### config.mk
export PLATFORM = sky130hd
export DESIGN_NAME = input_sync_parameters
export DESIGN_NICKNAME = d
export VERILOG_FILES = /design/src/sync_pkg.sv /design/src/sync_event_if.sv /design/src/input_sync_parameters.sv /design/src/sync_event_in.sv /design/src/sync_measure.sv
export VERILOG_INCLUDE_DIRS = /design/src
export SDC_FILE = /design/constraint.sdc
export NUM_CORES = 1
export LEC_CHECK = 0
export BUFFER_PORTS_ARGS = -buffer_cell sky130_fd_sc_hd__buf_2
export CORE_ASPECT_RATIO = 1.4
export CORE_MARGIN = 8
export CORE_UTILIZATION = 45
export DETAILED_ROUTE_END_ITERATION = 16
export GPL_TIMING_DRIVEN = 0
export PLACE_DENSITY_LB_ADDON = 0.15
export SYNTH_ARGS = -nofsm -noshare
export SYNTH_HDL_FRONTEND = slang
export SYNTH_SLANG_ARGS = --single-unit
### constraint.sdc
create_clock -name sys_clk_in -period 7.7 [get_ports sys_clk_in]
set_input_delay 0.385 -clock sys_clk_in [delete_from_list [all_inputs] [get_ports sys_clk_in]]
set_output_delay 0.385 -clock sys_clk_in [all_outputs]
set_load 0.005 [all_outputs]
### src/sync_params.svh
// Register map, reset values and timing constants of the input sync parameter bank
//==============================================================
// Function
// - Sync mode codes: 0 free run, 1 input event, 2 SYNC0, 3 SYNC1, 34 output event.
// - Supported word: bit0 free run, bit1 event lock, bits 2-3 = 01 clock mode.
// - Supported bits 4-5: 01 local-event shift, 10 shift to SYNC1 without outputs.
// - Supported bit 14 flags dynamic times measured after a command write.
// - Report SYNC0-to-sampling delay in ns, only in clock-sync modes.
// - Report sampling-to-available time in ns, only in clock-sync modes.
// - Report maximum SYNC1-to-sampling delay in ns, only in clock-sync modes.
// - Command 1 starts cycle measurement, 0 stops; maxima update timing entries.
// - Count missed sync-manager events in operational clock-sync mode, 16 bits.
// - Count late-finishing or early-starting cycles in operational state.
// - Set sync error flag when the last clock-sync cycle failed or was late.
`ifndef SYNC_PARAMS_SVH
`define SYNC_PARAMS_SVH

//==============================================================
// Entry indices; byte address is four times the index
`define IDX_ENTRY_COUNT 4'h0
`define IDX_MODE 4'h1
`define IDX_CYCLE 4'h2
`define IDX_SHIFT 4'h3
`define IDX_SUPPORTED 4'h4
`define IDX_MIN_CYCLE 4'h5
`define IDX_CALC_COPY 4'h6
`define IDX_MIN_DELAY 4'h7
`define IDX_COMMAND 4'h8
`define IDX_MAX_DELAY 4'h9
`define IDX_MISSED 4'hb
`define IDX_OVERRUN 4'hc
`define IDX_SHORT_SHIFT 4'hd
`define IDX_SYNC_ERROR 6'h20

//==============================================================
// Reset values
`define RST_ENTRY_COUNT 8'h20
`define RST_MODE 16'h0022
`define RST_CYCLE 32'h000f4240
`define RST_SUPPORTED 16'hc007
`define RST_MIN_CYCLE 32'h000249f0
`define RST_COMMAND 16'h0000

//==============================================================
// Mode codes and command values
`define MODE_FREE_RUN 16'h0000
`define MODE_INPUT_EVENT 16'h0001
`define MODE_SYNC0 16'h0002
`define MODE_SYNC1 16'h0003
`define MODE_OUTPUT_EVENT 16'h0022
`define CMD_START 16'h0001
`define CMD_STOP 16'h0000

//==============================================================
// Timing: one clock period in ns
`define CLK_PERIOD_NS 32'h00000004

`endif

### src/sync_pkg.sv
// Types shared by the input sync parameter bank
package sync_pkg;

  typedef enum logic [1:0] {
    bus_idle,
    bus_answer
  } bus_state_e;

  typedef struct packed {
    logic [31:0] shift_ns;
    logic [31:0] calc_copy_ns;
    logic [31:0] max_delay_ns;
  } timing_s;

endpackage : sync_pkg

### src/sync_event_if.sv
// Synchronised event strobes from the pin stage to the measurement stage
interface sync_event_if;
  logic sync0;
  logic sync1;
  logic sample;
  logic avail;
  logic sm_event;
  logic cycle_start;
  logic cycle_done;
  logic op_state;

  modport source (
    output sync0, sync1, sample, avail, sm_event, cycle_start, cycle_done, op_state
  );
  modport sink (
    input sync0, sync1, sample, avail, sm_event, cycle_start, cycle_done, op_state
  );
endinterface : sync_event_if

### src/input_sync_parameters.sv
// Input synchronisation parameter bank with Avalon-MM slave
`include "sync_params.svh"
module input_sync_parameters (
  input wire logic sys_clk_in,
  input wire logic reset_in,
  input wire logic [7:0] avs_address_in,
  input wire logic avs_read_in,
  input wire logic avs_write_in,
  input wire logic [31:0] avs_writedata_in,
  input wire logic [3:0] avs_byteenable_in,
  output logic [31:0] avs_readdata_out,
  output logic avs_waitrequest_out,
  output logic avs_response_err_out,
  input wire logic sync0_pin_in,
  input wire logic sync1_pin_in,
  input wire logic sample_pin_in,
  input wire logic avail_pin_in,
  input wire logic sm_event_pin_in,
  input wire logic cycle_start_pin_in,
  input wire logic cycle_done_pin_in,
  input wire logic op_state_pin_in,
  output logic [15:0] sync_mode_out,
  output logic measuring_out,
  output logic sync_error_out
);
  import sync_pkg::*;

  sync_event_if ev_bus ();

  timing_s timing;
  logic [15:0] missed;
  logic [15:0] overrun;
  logic [15:0] short_cnt;
  logic err_flag;

  bus_state_e state;
  bus_state_e next_state;
  logic [15:0] mode;
  logic [31:0] cycle_ns;
  logic [15:0] command;
  logic clear_pulse;
  logic [31:0] readdata;
  logic resp_err;
  logic [15:0] next_mode;
  logic [31:0] next_cycle_ns;
  logic [15:0] next_command;
  logic next_clear_pulse;
  logic [31:0] next_readdata;
  logic next_resp_err;
  logic [5:0] index;
  logic index_ok;
  logic [31:0] wr_mode;
  logic [31:0] wr_cmd;

  sync_event_in u_event_in (
    .sys_clk_in(sys_clk_in),
    .reset_in(reset_in),
    .pins_in({op_state_pin_in, cycle_done_pin_in, cycle_start_pin_in, sm_event_pin_in,
              avail_pin_in, sample_pin_in, sync1_pin_in, sync0_pin_in}),
    .ev(ev_bus.source)
  );

  sync_measure u_measure (
    .sys_clk_in(sys_clk_in),
    .reset_in(reset_in),
    .mode_in(mode),
    .measuring_in(command == `CMD_START),
    .clear_in(clear_pulse),
    .ev(ev_bus.sink),
    .timing_out(timing),
    .missed_out(missed),
    .overrun_out(overrun),
    .short_out(short_cnt),
    .sync_error_out(err_flag)
  );

  function automatic logic [31:0] merge(input logic [31:0] old, input logic [31:0] wd,
                                        input logic [3:0] be);
    logic [31:0] r;
    r = old;
    for (int i = 0; i < 4; i++) begin
      if (be[i]) begin
        r[i*8 +: 8] = wd[i*8 +: 8];
      end
    end
    merge = r;
  endfunction : merge

  function automatic logic mode_legal(input logic [15:0] m);
    mode_legal = (m == `MODE_FREE_RUN) || (m == `MODE_INPUT_EVENT) || (m == `MODE_SYNC0) ||
                 (m == `MODE_SYNC1) || (m == `MODE_OUTPUT_EVENT);
  endfunction : mode_legal

  assign index = avs_address_in[7:2];
  assign wr_mode = merge({16'h0000, mode}, avs_writedata_in, avs_byteenable_in);
  assign wr_cmd = merge({16'h0000, command}, avs_writedata_in, avs_byteenable_in);
  assign index_ok = (index <= {2'b00, `IDX_SHORT_SHIFT}) && (index != 6'h0a) || (index == `IDX_SYNC_ERROR);

  //==============================================================
  // Register bus and writable entries
  always_comb begin
    next_state = state;
    next_mode = mode;
    next_cycle_ns = cycle_ns;
    next_command = command;
    next_clear_pulse = 1'b0;
    next_readdata = readdata;
    next_resp_err = resp_err;
    unique case (state)
      bus_idle: begin
        if (avs_read_in || avs_write_in) begin
          next_state = bus_answer;
          next_resp_err = !index_ok;
          next_readdata = 32'h00000000;
          if (avs_read_in) begin
            unique case (index)
              {2'b00, `IDX_ENTRY_COUNT}: next_readdata = {24'h000000, `RST_ENTRY_COUNT};
              {2'b00, `IDX_MODE}: next_readdata = {16'h0000, mode};
              {2'b00, `IDX_CYCLE}: next_readdata = cycle_ns;
              {2'b00, `IDX_SHIFT}: next_readdata = timing.shift_ns;
              {2'b00, `IDX_SUPPORTED}: next_readdata = {16'h0000, `RST_SUPPORTED};
              {2'b00, `IDX_MIN_CYCLE}: next_readdata = `RST_MIN_CYCLE;
              {2'b00, `IDX_CALC_COPY}: next_readdata = timing.calc_copy_ns;
              {2'b00, `IDX_MIN_DELAY}: next_readdata = 32'h00000000;
              {2'b00, `IDX_COMMAND}: next_readdata = {16'h0000, command};
              {2'b00, `IDX_MAX_DELAY}: next_readdata = timing.max_delay_ns;
              {2'b00, `IDX_MISSED}: next_readdata = {16'h0000, missed};
              {2'b00, `IDX_OVERRUN}: next_readdata = {16'h0000, overrun};
              {2'b00, `IDX_SHORT_SHIFT}: next_readdata = {16'h0000, short_cnt};
              `IDX_SYNC_ERROR: next_readdata = {31'h00000000, err_flag};
              default: next_readdata = 32'h00000000;
            endcase
          end
        end
      end
      bus_answer: begin
        next_state = bus_idle;
        // Write lands at the edge that ends the request; read-only entries keep their value
        if (avs_write_in) begin
          unique case (index)
            {2'b00, `IDX_MODE}: begin
              if (mode_legal(wr_mode[15:0])) begin
                next_mode = wr_mode[15:0];
              end
            end
            {2'b00, `IDX_CYCLE}: next_cycle_ns = merge(cycle_ns, avs_writedata_in, avs_byteenable_in);
            {2'b00, `IDX_COMMAND}: begin
              next_command = wr_cmd[15:0];
              if (wr_cmd[15:0] == `CMD_START && command != `CMD_START) begin
                next_clear_pulse = 1'b1;
              end
            end
            default: next_command = command;
          endcase
        end
      end
    endcase
  end

  always_ff @(posedge sys_clk_in) begin
    if (reset_in) begin
      state <= bus_idle;
      mode <= `RST_MODE;
      cycle_ns <= `RST_CYCLE;
      command <= `RST_COMMAND;
      clear_pulse <= 1'b0;
      readdata <= 32'h00000000;
      resp_err <= 1'b0;
    end else begin
      state <= next_state;
      mode <= next_mode;
      cycle_ns <= next_cycle_ns;
      command <= next_command;
      clear_pulse <= next_clear_pulse;
      readdata <= next_readdata;
      resp_err <= next_resp_err;
    end
  end

  //==============================================================
  // Output registers
  always_ff @(posedge sys_clk_in) begin
    if (reset_in) begin
      avs_readdata_out <= 32'h00000000;
      avs_waitrequest_out <= 1'b1;
      avs_response_err_out <= 1'b0;
      sync_mode_out <= `RST_MODE;
      measuring_out <= 1'b0;
      sync_error_out <= 1'b0;
    end else begin
      avs_readdata_out <= next_readdata;
      avs_waitrequest_out <= !(next_state == bus_answer);
      avs_response_err_out <= next_resp_err;
      sync_mode_out <= next_mode;
      measuring_out <= (next_command == `CMD_START);
      sync_error_out <= err_flag;
    end
  end
endmodule : input_sync_parameters

### src/sync_event_in.sv
// Two-stage synchronisers and rising-edge detection of the event pins; op_state is passed on as a level
module sync_event_in (
  input wire logic sys_clk_in,
  input wire logic reset_in,
  input wire logic [7:0] pins_in,
  sync_event_if.source ev
);
  import sync_pkg::*;

  logic [7:0] meta;
  logic [7:0] stable;
  logic [7:0] last;
  logic [7:0] next_meta;
  logic [7:0] next_stable;
  logic [7:0] next_last;

  always_comb begin
    next_meta = pins_in;
    next_stable = meta;
    next_last = stable;
  end

  always_ff @(posedge sys_clk_in) begin
    if (reset_in) begin
      meta <= 8'h00;
      stable <= 8'h00;
      last <= 8'h00;
    end else begin
      meta <= next_meta;
      stable <= next_stable;
      last <= next_last;
    end
  end

  assign ev.sync0 = stable[0] & ~last[0];
  assign ev.sync1 = stable[1] & ~last[1];
  assign ev.sample = stable[2] & ~last[2];
  assign ev.avail = stable[3] & ~last[3];
  assign ev.sm_event = stable[4] & ~last[4];
  assign ev.cycle_start = stable[5] & ~last[5];
  assign ev.cycle_done = stable[6] & ~last[6];
  assign ev.op_state = stable[7];
endmodule : sync_event_in

### src/sync_measure.sv
// Cycle timing measurement, missed-event and overrun counting
`include "sync_params.svh"
module sync_measure (
  input wire logic sys_clk_in,
  input wire logic reset_in,
  input wire logic [15:0] mode_in,
  input wire logic measuring_in,
  input wire logic clear_in,
  sync_event_if.sink ev,
  output sync_pkg::timing_s timing_out,
  output logic [15:0] missed_out,
  output logic [15:0] overrun_out,
  output logic [15:0] short_out,
  output logic sync_error_out
);
  import sync_pkg::*;

  function automatic logic [31:0] sat_inc(input logic [31:0] v);
    sat_inc = (v > 32'hffffffff - `CLK_PERIOD_NS) ? 32'hffffffff : v + `CLK_PERIOD_NS;
  endfunction : sat_inc

  function automatic logic [15:0] inc16(input logic [15:0] v);
    inc16 = (v == 16'hffff) ? v : v + 16'h0001;
  endfunction : inc16

  logic dc_mode;
  logic [31:0] t_sync0;
  logic [31:0] t_sync1;
  logic [31:0] t_sample;
  logic run0;
  logic run1;
  logic runs;
  logic in_cycle;
  logic sm_seen;
  logic [31:0] next_t_sync0;
  logic [31:0] next_t_sync1;
  logic [31:0] next_t_sample;
  logic next_run0;
  logic next_run1;
  logic next_runs;
  logic next_in_cycle;
  logic next_sm_seen;
  timing_s next_timing;
  logic [15:0] next_missed;
  logic [15:0] next_overrun;
  logic [15:0] next_short;
  logic next_sync_error;

  assign dc_mode = (mode_in == `MODE_SYNC0) || (mode_in == `MODE_SYNC1);

  //==============================================================
  // Next-state computation
  always_comb begin
    next_t_sync0 = run0 ? sat_inc(t_sync0) : 32'h00000000;
    next_t_sync1 = run1 ? sat_inc(t_sync1) : 32'h00000000;
    next_t_sample = runs ? sat_inc(t_sample) : 32'h00000000;
    next_run0 = run0;
    next_run1 = run1;
    next_runs = runs;
    next_in_cycle = in_cycle;
    next_sm_seen = sm_seen;
    next_timing = timing_out;
    next_missed = missed_out;
    next_overrun = overrun_out;
    next_short = short_out;
    next_sync_error = sync_error_out;
    if (clear_in) begin
      next_timing = '0;
    end
    if (ev.sync0) begin
      next_run0 = 1'b1;
      next_t_sync0 = 32'h00000000;
    end
    if (ev.sync1) begin
      next_run1 = 1'b1;
      next_t_sync1 = 32'h00000000;
      if (run0 && dc_mode && measuring_in && t_sync0 == 32'h00000000) begin
        next_short = inc16(short_out);
      end
    end
    if (ev.sample) begin
      next_run0 = 1'b0;
      next_run1 = 1'b0;
      next_runs = 1'b1;
      next_t_sample = 32'h00000000;
      if (dc_mode && measuring_in) begin
        // Elapsed time counts the capturing edge too
        if (run0 && sat_inc(t_sync0) > next_timing.shift_ns) begin
          next_timing.shift_ns = sat_inc(t_sync0);
        end
        if (run1 && sat_inc(t_sync1) > next_timing.max_delay_ns) begin
          next_timing.max_delay_ns = sat_inc(t_sync1);
        end
      end
    end
    if (ev.avail) begin
      next_runs = 1'b0;
      if (dc_mode && measuring_in && runs && sat_inc(t_sample) > next_timing.calc_copy_ns) begin
        next_timing.calc_copy_ns = sat_inc(t_sample);
      end
    end
    if (ev.sm_event) begin
      next_sm_seen = 1'b1;
    end
    if (ev.sync0 && dc_mode) begin
      next_sm_seen = ev.sm_event;
      if (ev.op_state && !sm_seen) begin
        next_missed = inc16(missed_out);
      end
      next_sync_error = sm_seen ? runs : 1'b1;
    end
    if (ev.cycle_start) begin
      next_in_cycle = 1'b1;
      if (in_cycle && ev.op_state) begin
        next_overrun = inc16(overrun_out);
      end
    end
    if (ev.cycle_done && !ev.cycle_start) begin
      next_in_cycle = 1'b0;
    end
    if (!dc_mode) begin
      next_sync_error = 1'b0;
    end
  end

  //==============================================================
  // State registers
  always_ff @(posedge sys_clk_in) begin
    if (reset_in) begin
      t_sync0 <= 32'h00000000;
      t_sync1 <= 32'h00000000;
      t_sample <= 32'h00000000;
      run0 <= 1'b0;
      run1 <= 1'b0;
      runs <= 1'b0;
      in_cycle <= 1'b0;
      sm_seen <= 1'b1;
      timing_out <= '0;
      missed_out <= 16'h0000;
      overrun_out <= 16'h0000;
      short_out <= 16'h0000;
      sync_error_out <= 1'b0;
    end else begin
      t_sync0 <= next_t_sync0;
      t_sync1 <= next_t_sync1;
      t_sample <= next_t_sample;
      run0 <= next_run0;
      run1 <= next_run1;
      runs <= next_runs;
      in_cycle <= next_in_cycle;
      sm_seen <= next_sm_seen;
      timing_out <= next_timing;
      missed_out <= next_missed;
      overrun_out <= next_overrun;
      short_out <= next_short;
      sync_error_out <= next_sync_error;
    end
  end
endmodule : sync_measure

==> results.yml, run 1 <==
outcome:
  outcome: "finished, final reports clean"
critical_path:
  path_class: "flip-flop to flip-flop"
  crit_chain: "ha_1 > inv_1 > nor3_1 > and3_1 > clkbuf_1 > nand2_1 > clkbuf_1 > nand2_1 > ha_1 > nand2_1 > nor4_1 > nand3_1 > o311a_1 > o211ai_1 > clkbuf_1 > nor2_1 > a211oi_1"
  crit_path_start_kind: "flip-flop"
  path_delay_family: "simple AND/OR/NAND/NOR gates"
  cp-end-kind: "flip-flop"
  cp_data_required_time_ns: 8.15
  worst-path-max-fanout: 10
  cp_slowest_cell: "nor3_1"
  path_buf_inv: 4
  critPathMaxStageDelay_ns: 0.72
  arrival_ns: 6.05
route:
  dr.pass1.iters: 8
  num_vias: 17600
  routed_via_density: 5.887
  drt-initial-drc-count: 1440
  drc_errors: 0
  ant_nets: 0
  wl_microns: 65580
  routedWlPerCell_microns: 21.93
placement:
  numPortBuffers: 97
  dp_hpwl_microns: 52700
  gp_congestion: 0.9676
yosys:
  synth_edf_count: 0
  postSynthCellCount: 2282
  synthesis.area_sq_mm: 0.01883
  yosysWarnings: 0
  synthTopCellsByArea: "dfxtp_1 (40%), ha_1 (7.0%), nor2_1 (5.4%)"
  syn_avg_cell_area_sq_um: 8.253
  synth_largest_area_cell: "dfxtp_1"
  synth_fp_nets: 2444
  synth_ff_type: "dfxtp_1"
  synth_cell_types: 70
  seq_area_frac_synth: 0.3954
  ys_ff_latch: 372
  synth_top_area_frac: 0.3954
  async_flop_share: 0
die:
  core_area_sq_mm: 0.04129
  die_area_sq_mm: 0.04875
  fp.dieH_microns: 258.1
  die_w_microns: 188.9
  pin_count: 108
  initial_core_util: 0.4562
  rows: 88
clock_network:
  postCtsSetupBuffers: 0
  insertion_delay_ns: 0.55
  clockBufferDepth: 3
  post_cts_resized: 0
  cts_root_buf: "clkbuf_16"
  cts_buffers: 39
  ctsHoldBuffers: 0
  clk_pin_slew_ns: 0.06
  cts_tree: "built"
  htree_levels: 2
  clock-sinks: 372
global_route:
  grt_pass1_wl_microns: 99170
  antenna_found_initial: 0
  grt_max_degree: 16
  grt_overflow: 0
  grt_pass1_vias: 16930
  gr-usage-all-layers: 0.2603
sta:
  finalSetupViolCount: 0
  worst_pin_slew_ns: 1.254
  slew_headroom: 0.1577
  period_needed_ns: 5.603
  slew_violations: 0
  skew_ns: 0.02235
  fin_setup_tns_ns: 0
  finalHoldViolations: 0
  fin_crit_sh: 0.7277
  fmax_ghz: 0.1785
  rsz0062_at_grt: "false"
layout:
  fill_cells: 4052
  antenna_cells: 0
  syn2layout_area_growth_pct: 13.53
  multiInputGateArea_sq_mm: 0.01056
  ff_latch_area_sq_mm: 0.007447
  nets: 2583
  drive_above_1_share: 0.07959
pwr:
  finalPower_mw: 4.112
  peakVddDrop_v: 0.0001301
  p_int_mw: 3.195
  netSwitchingPower_mw: 0.9171
  clkPwrFrac: 0.497
  pwr-share-comb: 0.032
  p_per_area_mw_per_mm2: 192.3
  p_leak_nw: 8.470
  p_sw_frac: 0.2230
  p_seq_frac: 0.471
job:
  cap_violations: 0
worst_hold_path:
  hold_path.class: "input pin to flip-flop"
[metal layers]
metal | GRT usage | vias to the layer above | routed length [microns]
li1 | - | 8396 | -
met1 | 0.2952 | 8480 | 25710
met5 | 0 | - | 0
met4 | 0.1305 | 0 | 3616
met2 | 0.4728 | 564 | 32980
met3 | 0.03237 | 162 | 3273
[through the flow]
| step | hold WS [ns] | worst slack [ns] | utilization | instances | cell area, sq um |
|---|---|---|---|---|---|
| after floorplan | 0.4138 | 3.611 | - | 2282 | 18830 |
| after global placement | 0.4245 | 2.142 | 0.4843 | 2919 | 20000 |
| after detailed placement | 0.4226 | 2.081 | 0.4845 | 2920 | 20010 |
| after CTS | 0.03975 | 2.077 | 0.5179 | 2990 | 21380 |
| after global routing | 0.05374 | 1.819 | 0.5179 | 2990 | 21380 |
| final | 0.05738 | 2.097 | 0.5179 | 2990 | 21380 |
[worst register-to-register path, delay by kind of cell (launching register included)]
kind                       cells  cell delay (ns)
AOI/OAI and AO/OA              3             0.80
adders and majority gates      2             0.48
buffers and inverters          4             1.28
DFF                            1             0.48
and+or+nand+nor                8             2.48
[power groups by stage]
stage	Clock, mW	Combinational (mW)	Sequential, mW
finish	2.04	0.133	1.94
global route	2.15	0.141	1.94
CTS	2.07	0.131	1.94
detailed placement	0	0.131	1.98
global placement	0	0.130	1.98
floorplan	0	0.0691	1.98
[layout make-up]
type	instances	share of cell area
Buffer	119	0.02288
Clock buffer	56	0.05483
Clock inverter	14	0.009538
Inverter	93	0.01633
Multi-Input combinational cell	1698	0.4936
Sequential cell	372	0.3483
Tap cell	540	0.03160
Timing Repair Buffer	98	0.02294
[state kept, by name, indices dropped and copies added (netlist names), 2 cells and up]
register,flops
sync_mode_out,16
u_measure.missed_out,16
u_event_in.meta,8
u_event_in.next_last,8
u_event_in.last,7
u_measure.t_sync0,32
u_measure.overrun_out,16
u_measure.t_sample,32
command,16
u_measure.t_sync1,32
state,2
u_measure.short_out,16
cycle_ns,32
avs_readdata_out,32
u_measure.timing_out,96
[Yosys cell counts, drive strengths merged, types with 13 or more instances]
master   instances
xor2            59
or3             16
o21ai           76
a22o            15
nor2           271
and4            13
a22oi           43
nand2          161
buf             18
ha             106
and2            41
nand3          157
a221oi          22
nand4           47
dfxtp          372
and3            32
o2bb2ai         32
a211oi          36
nor3            32
nor2b           42
a21oi          186
nand2b         103
inv             93
nor4            25
mux2i           14
clkbuf         101
a31oi           24
xnor2           43
[logic make-up (layout without fill, tap and decap cells)]
logic type	count (synthesis)	count (layout)	synth area share
flops	372	372	0.3954
fa+ha+maj	106	106	0.07042
xor+xnor	102	102	0.04743
mux	19	19	0.01043
buf+inv	212	380	0.04451
compound gates	498	498	0.1703
simple gates	973	973	0.2615
[path summary, 6_finish.rpt]
check                                            from                        to  slack [ns]  cells past startpoint
worst max register to register  u_measure.t_sample[2]  u_measure.timing_out[59]        2.10                     17
worst min register to register     u_event_in.meta[1]   u_event_in.next_last[1]        0.43                      1
worst max-delay path            u_measure.t_sample[2]  u_measure.timing_out[59]        2.10                     17
worst min-delay path                    sample_pin_in        u_event_in.meta[2]        0.06                      2
[cell usage in the layout (no fill, tap or decap), types with 36 or more instances in the layout]
cell type,instances
dfxtp_1,372
and2_1,41
a22oi_1,43
nor2b_1,42
inv_1,93
clkbuf_1,107
buf_2,102
nor2_1,270
nand4_1,46
a211oi_1,36
a21oi_1,186
xor2_1,59
nand2b_1,103
clkbuf_16,41
nand3_1,157
ha_1,106
xnor2_1,43
o21ai_0,45
nand2_1,161
Note: power is estimated with default switching activity, not from simulation.
==> run 2: changes to the inputs <==
==> constraint.sdc (replaced) <==
create_clock -name sys_clk_in -period 4.59 [get_ports sys_clk_in]
set_input_delay 0.2295 -clock sys_clk_in [delete_from_list [all_inputs] [get_ports sys_clk_in]]
set_output_delay 0.2295 -clock sys_clk_in [all_outputs]
set_load 0.005 [all_outputs]
==> results.yml, run 2 (synthesized netlist as in run 1, its figures left out) <==
outcome:
  outcome: "finished, final reports clean"
worst_hold_path:
  min_from: "avs_writedata_in[9]"
  hold_path.class: "input pin to flip-flop"
  worstHoldPathCells: 3
layout:
  fill_cells: 3983
  largest_reg_flops: 96
  nets: 2633
  antenna_cells: 0
  ff_latch_area_sq_mm: 0.007450
  syn2layout_area_growth_pct: 17.53
  final_cell_mix: "dfxtp_1 (370), nor2_1 (262), a21oi_1 (185)"
  postLayoutCellArea_sq_mm: 0.02214
  final_common_cell: "dfxtp_1"
  multiInputGateArea_sq_mm: 0.01076
  drive_above_1_share: 0.1028
  final_cells: 3040
  top_register: "u_measure.timing_out"
job:
  cap_violations: 0
die:
  die_w_microns: 188.9
  pin_count: 108
  rows: 88
  die_area_sq_mm: 0.04875
  initial_core_util: 0.4562
  core_area_sq_mm: 0.04129
  fp.dieH_microns: 258.1
route:
  drc_errors: 0
  dr.pass1.iters: 8
  routed_via_density: 5.828
  wl_microns: 66250
  num_vias: 17720
  drt-initial-drc-count: 1447
  ant_nets: 0
  routedWlPerCell_microns: 21.79
clock_network:
  clock-sinks: 372
  cts_buffers: 39
  htree_levels: 2
  clockBufferDepth: 3
  insertion_delay_ns: 0.55
  cts_tree: "built"
  clk_pin_slew_ns: 0.07
  cts_root_buf: "clkbuf_16"
sta:
  slew_headroom: 0.1972
  timing.hold.ws_ns: 0.01831
  worst_pin_slew_ns: 1.195
  finalHoldViolations: 0
  fmax_ghz: 0.2267
  slew_violations: 0
  fin_crit_sh: 0.9609
  skew_ns: 0.01947
  fin_ws_ns: 0.1797
  finalSetupViolCount: 0
  period_needed_ns: 4.410
pwr:
  clkPwrFrac: 0.495
  netSwitchingPower_mw: 1.546
  peakVddDrop_v: 0.0002332
  p_int_mw: 5.382
  p_leak_nw: 8.855
  p_seq_frac: 0.469
  p_per_area_mw_per_mm2: 313.0
  finalPower_mw: 6.928
  pwr-share-comb: 0.036
  p_sw_frac: 0.2232
placement:
  dp_worst_setup_slack_ns: -1.029
  dp_hpwl_microns: 52700
  numPlacedInstances: 2920
  numPortBuffers: 97
  place_area_sq_mm: 0.02001
  gp_congestion: 0.9676
critical_path:
  worstReg2RegStart: "u_measure.t_sync0[9]"
  reg2reg_depth: 18
  crit_start: "u_measure.t_sync0[9]"
  path_class: "flip-flop to flip-flop"
  worst-path-max-fanout: 10
  crit_path_start_kind: "flip-flop"
  cp_data_required_time_ns: 5.01
  cp-end-kind: "flip-flop"
  arrival_ns: 4.83
global_route:
  grt_pass1_wl_microns: 100500
  gr-usage-all-layers: 0.2634
  grt_overflow: 0
  antenna_found_initial: 0
  grt_pass1_vias: 17200
  grt_max_degree: 16
## run 2: cell types whose count changed in the layout (fill, tap and decap cells not counted), moves of 3 or more
cell / change
buf_4: +15
clkbuf_1: -20
clkbuf_2: +7
clkbuf_4: +5
dlygate4sd3_1: +41
nor2_1: -8
nor2_2: +7
nor3_1: -4
nor3_2: +3
nor4_1: -4
nor4_4: +4
## run 2: area by class of cell
type / count / area share
buffer: 117 / 0.02447
clock buffer: 56 / 0.05296
clock inverter: 14 / 0.009213
inverter: 93 / 0.01577
multi-input combinational: 1698 / 0.4861
sequential: 372 / 0.3365
tap: 540 / 0.03052
timing repair buffer: 150 / 0.04443
## run 2: critical path: stages (launching register included)
cell,delay [ns]
dfxtp_1,0.42
nand4_1,0.27
nor3b_2,0.32
nand3_2,0.15
or2_2,0.34
nor2_4,0.17
clkbuf_8,0.22
nor2_2,0.07
inv_1,0.07
ha_1,0.17
nand3_1,0.13
or4b_2,0.75
a21o_1,0.20
a32oi_2,0.27
o211ai_1,0.12
and2_1,0.19
buf_4,0.15
buf_6,0.15
o2bb2ai_1,0.13
## run 2: per-layer routing
layer  part of all wire  up-vias  GRT usage
met4              0.057        0     0.1347
met2               0.50      554     0.4793
li1                   -     8500          -
met3              0.048      174    0.03224
met1               0.39     8488     0.2972
met5                  0        -          0
## run 2: repair_timing
item / in CTS / in global routing
endpoints found under the setup margin: 96 / 96
hold endpoints to repair: 49 / 0
hold buffers: 41 / 0
buffers inserted: 5 / 6
gates resized for setup: 37 / 50
pin swaps: 6 / 9
## run 2: stage by stage
| stage | utilization | setup TNS (ns) |
|---|---|---|
| after floorplan | - | 0 |
| after global placement | 0.4843 | -59.88 |
| after detailed placement | 0.4845 | -66.49 |
| after CTS | 0.5317 | 0 |
| after global routing | 0.5361 | -0.02928 |
| final | 0.5361 | 0 |
## run 2: power by group through the flow
stage	Sequential, mW	Combinational, mW	Clock [mW]
floorplan	3.32	0.116	0
global placement	3.32	0.219	0
detailed placement	3.32	0.219	0
CTS	3.25	0.247	3.47
global route	3.25	0.267	3.61
finish	3.25	0.251	3.43
## run 2: worst paths after layout
| kind | endpoint | slack (ns) |
|---|---|---|
| worst max-delay path | u_measure.timing_out[81] | 0.18 |
| worst min-delay path | command[9] | 0.02 |
| worst min register to register | u_event_in.next_last[1] | 0.43 |
| worst max register to register | u_measure.timing_out[81] | 0.18 |
==> run 3: changes to the inputs <==
--- a/config.mk
+++ b/config.mk
@@ -6,6 +6,7 @@
 export SDC_FILE = /design/constraint.sdc
 export NUM_CORES = 1
 export LEC_CHECK = 0
+export ABC_AREA = 1
 export BUFFER_PORTS_ARGS = -buffer_cell sky130_fd_sc_hd__buf_2
 export CORE_ASPECT_RATIO = 1.4
 export CORE_MARGIN = 8
==> results.yml, run 3 <==
critical_path:
  crit_top_cell: "nand2_1"
  cp_data_required_time_ns: 5.09
  crit_chain: "clkbuf_1 > inv_1 > clkbuf_1 > buf_1 > nand2_1 > ha_1 > nand2_1 > inv_1 > nand2_1 > nand2_1 > nand2_1 > nand2_1 > nand2_1 > nand2_1 > nand2_1 > nand2_1 > nand2_1 > clkbuf_1 > nor2_1 > nor2_1"
  worst-path-max-fanout: 10
  path_class: "flip-flop to flip-flop"
  path_buf_inv: 6
  crit_path_start_kind: "flip-flop"
  cp_slowest_cell: "buf_1"
  reg2reg_depth: 20
  cp-end-kind: "flip-flop"
  critPathMaxStageDelay_ns: 0.64
  path_delay_family: "buffers and inverters"
  cp.depth: 20
  arrival_ns: 4.51
yosys:
  synthTopCellsByArea: "dfxtp_1 (34%), nand2_1 (15%), nor2_1 (9.2%)"
  synth_top_family_by_area: "simple AND/OR/NAND/NOR gates"
  synthesis.area_sq_mm: 0.02168
  synth_fp_nets: 3531
  synth-compound-area-share: 0.1044
  async_flop_share: 0
  synth_cell_types: 49
  synthSimpleGateAreaFrac: 0.3547
  synthXorXnorAreaFrac: 0.03151
  synth_ff_type: "dfxtp_1"
  postSynthCellCount: 3369
  synth_largest_area_cell: "dfxtp_1"
  yosysWarnings: 0
  ys_ff_latch: 372
  synthMuxAreaShare: 0.0004617
  synth_fa_ha_area_frac: 0.06118
  synthTopCellsByCount: "nand2_1 (854), nor2_1 (532), inv_1 (439)"
  syn_avg_cell_area_sq_um: 6.435
  synth_most_common_cell: "nand2_1"
  seq_area_frac_synth: 0.3435
  synth_top_area_frac: 0.3435
  synth_edf_count: 0
clock_network:
  postCtsSetupBuffers: 0
  clk_pin_slew_ns: 0.07
  cts_buffers: 41
  insertion_delay_ns: 0.58
  clock-sinks: 372
  cts_tree: "built"
  htree_levels: 2
  clockBufferDepth: 3
  cts_root_buf: "clkbuf_16"
route:
  routedWlPerCell_microns: 18.59
  wl_met3_microns: 3936
  num_vias: 22370
  met1_length_microns: 30650
  highest_layer: "met5"
  dr.pass1.iters: 5
  ant_nets: 0
  drc_errors: 0
  routed_via_density: 5.306
  wl_microns: 78380
  route.met2.wl_microns: 38790
  drt-initial-drc-count: 1589
placement:
  dp_hpwl_microns: 63620
  numPortBuffers: 102
  gp_congestion: 0.9856
die:
  core_area_sq_mm: 0.04778
  rows: 95
  pin_count: 108
  fp.dieH_microns: 275.7
  die_area_sq_mm: 0.05555
  initial_core_util: 0.4537
  die_w_microns: 201.5
sta:
  slew_headroom: 0.2981
  worst_pin_slew_ns: 1.049
  fin_setup_tns_ns: 0
  rsz0062_at_grt: "false"
  fin_crit_sh: 0.8733
  slew_violations: 0
  timing.hold.ws_ns: 0.03170
  skew_ns: 0.02388
  finalSetupViolCount: 0
  fmax_ghz: 0.2495
  period_needed_ns: 4.009
  finalHoldViolations: 0
pwr:
  finalPower_mw: 7.226
  peakVddDrop_v: 0.0002429
  p_leak_nw: 11.50
  p_per_area_mw_per_mm2: 290.7
global_route:
  grt_max_degree: 15
  grt_overflow: 0
  grt_pass1_wl_microns: 120200
  gr-usage-all-layers: 0.2741
  antenna_found_initial: 1
  grt_pass1_vias: 21850
worst_hold_path:
  worstHoldPathCells: 3
  hold_path.class: "input pin to flip-flop"
layout:
  antenna_cells: 0
  final_cell_mix: "nand2_1 (854), nor2_1 (532), inv_1 (439)"
  largest_reg_flops: 96
  nets: 3715
  multiInputGateArea_sq_mm: 0.01197
  ff_latch_area_sq_mm: 0.007447
  syn2layout_area_growth_pct: 14.67
  drive_above_1_share: 0.08003
  final_common_cell: "nand2_1"
  top_register: "u_measure.timing_out"
  fill_cells: 4965
job:
  cap_violations: 0
outcome:
  outcome: "finished, final reports clean"
run 3: cell count changes after synthesis, moves of 35 or more:
cell / change
buf_2: +36
nor2_1: +262
nor3_1: +36
o21ai_0: +55
nand3_1: +57
nand2b_1: -102
and2_1: -41
nor2b_1: -42
nand2_1: +693
clkbuf_1: -35
inv_1: +346
run 3: kinds of logic after synthesis:
kind of cell,Yosys count
AO/OA/AOI/OAI,413
XOR/XNOR,78
adder cells (fa/ha/maj),106
buffers and inverters,581
flip-flops,372
multiplexers,1
AND/OR/NAND/NOR,1818
run 3: worst reg2reg max path, delay by kind of cell, from the launching register on:
kind,cells,cell delay [ns]
simple gates,13,1.27
buf+inv,6,2.04
flops,1,0.30
fa+ha+maj,1,0.34
run 3: final cells by class:
class / instances / area share
inverter: 461 / 0.06971
clock buffer: 58 / 0.04877
timing repair buffer: 141 / 0.03624
multi-input combinational: 2416 / 0.4816
tap: 630 / 0.03171
sequential: 372 / 0.2996
clock inverter: 18 / 0.01122
buffer: 120 / 0.02119
run 3: power breakdown:
group / total (mW) / switching (mW) / internal [mW] / leakage, nW
combinational: 0.294 / 0.205 / 0.0885 / 7.78
sequential: 3.25 / 0.00786 / 3.24 / 3.00
clock: 3.68 / 1.44 / 2.24 / 0.723
run 3: timing repair:
item,CTS,global route
resized for setup,0,0
hold buffers,39,0
hold endpoints to repair,38,0
endpoints found under the setup margin,0,0
run 3: per-layer routing:
metal | vias up | track usage
met1 | 10370 | 0.3005
met3 | 221 | 0.03805
met5 | - | 0
li1 | 11090 | -
met2 | 683 | 0.4988
met4 | 2 | 0.1635
run 3: worst paths after layout:
path / slack [ns] / endpoint / from
worst max register to register: 0.58 / u_measure.timing_out[30] / clear_pulse
worst min-delay path: 0.03 / cycle_ns[2] / avs_writedata_in[2]
worst max-delay path: 0.58 / u_measure.timing_out[30] / clear_pulse
worst min register to register: 0.40 / u_event_in.next_last[7] / u_event_in.meta[7]
run 3: per-stage QoR:
stage / area, sq um / setup WS, ns / cells / utilization
3_3_place_gp: 22980 / 0.6049 / 4101 / 0.4809
3_5_place_dp: 22980 / 0.5641 / 4101 / 0.4809
2_1_floorplan: 21680 / 1.604 / 3369 / -
5_1_grt: 24860 / 0.1902 / 4216 / 0.5202
6_report: 24860 / 0.5815 / 4216 / 0.5202
4_1_cts: 24860 / 0.5230 / 4216 / 0.5202
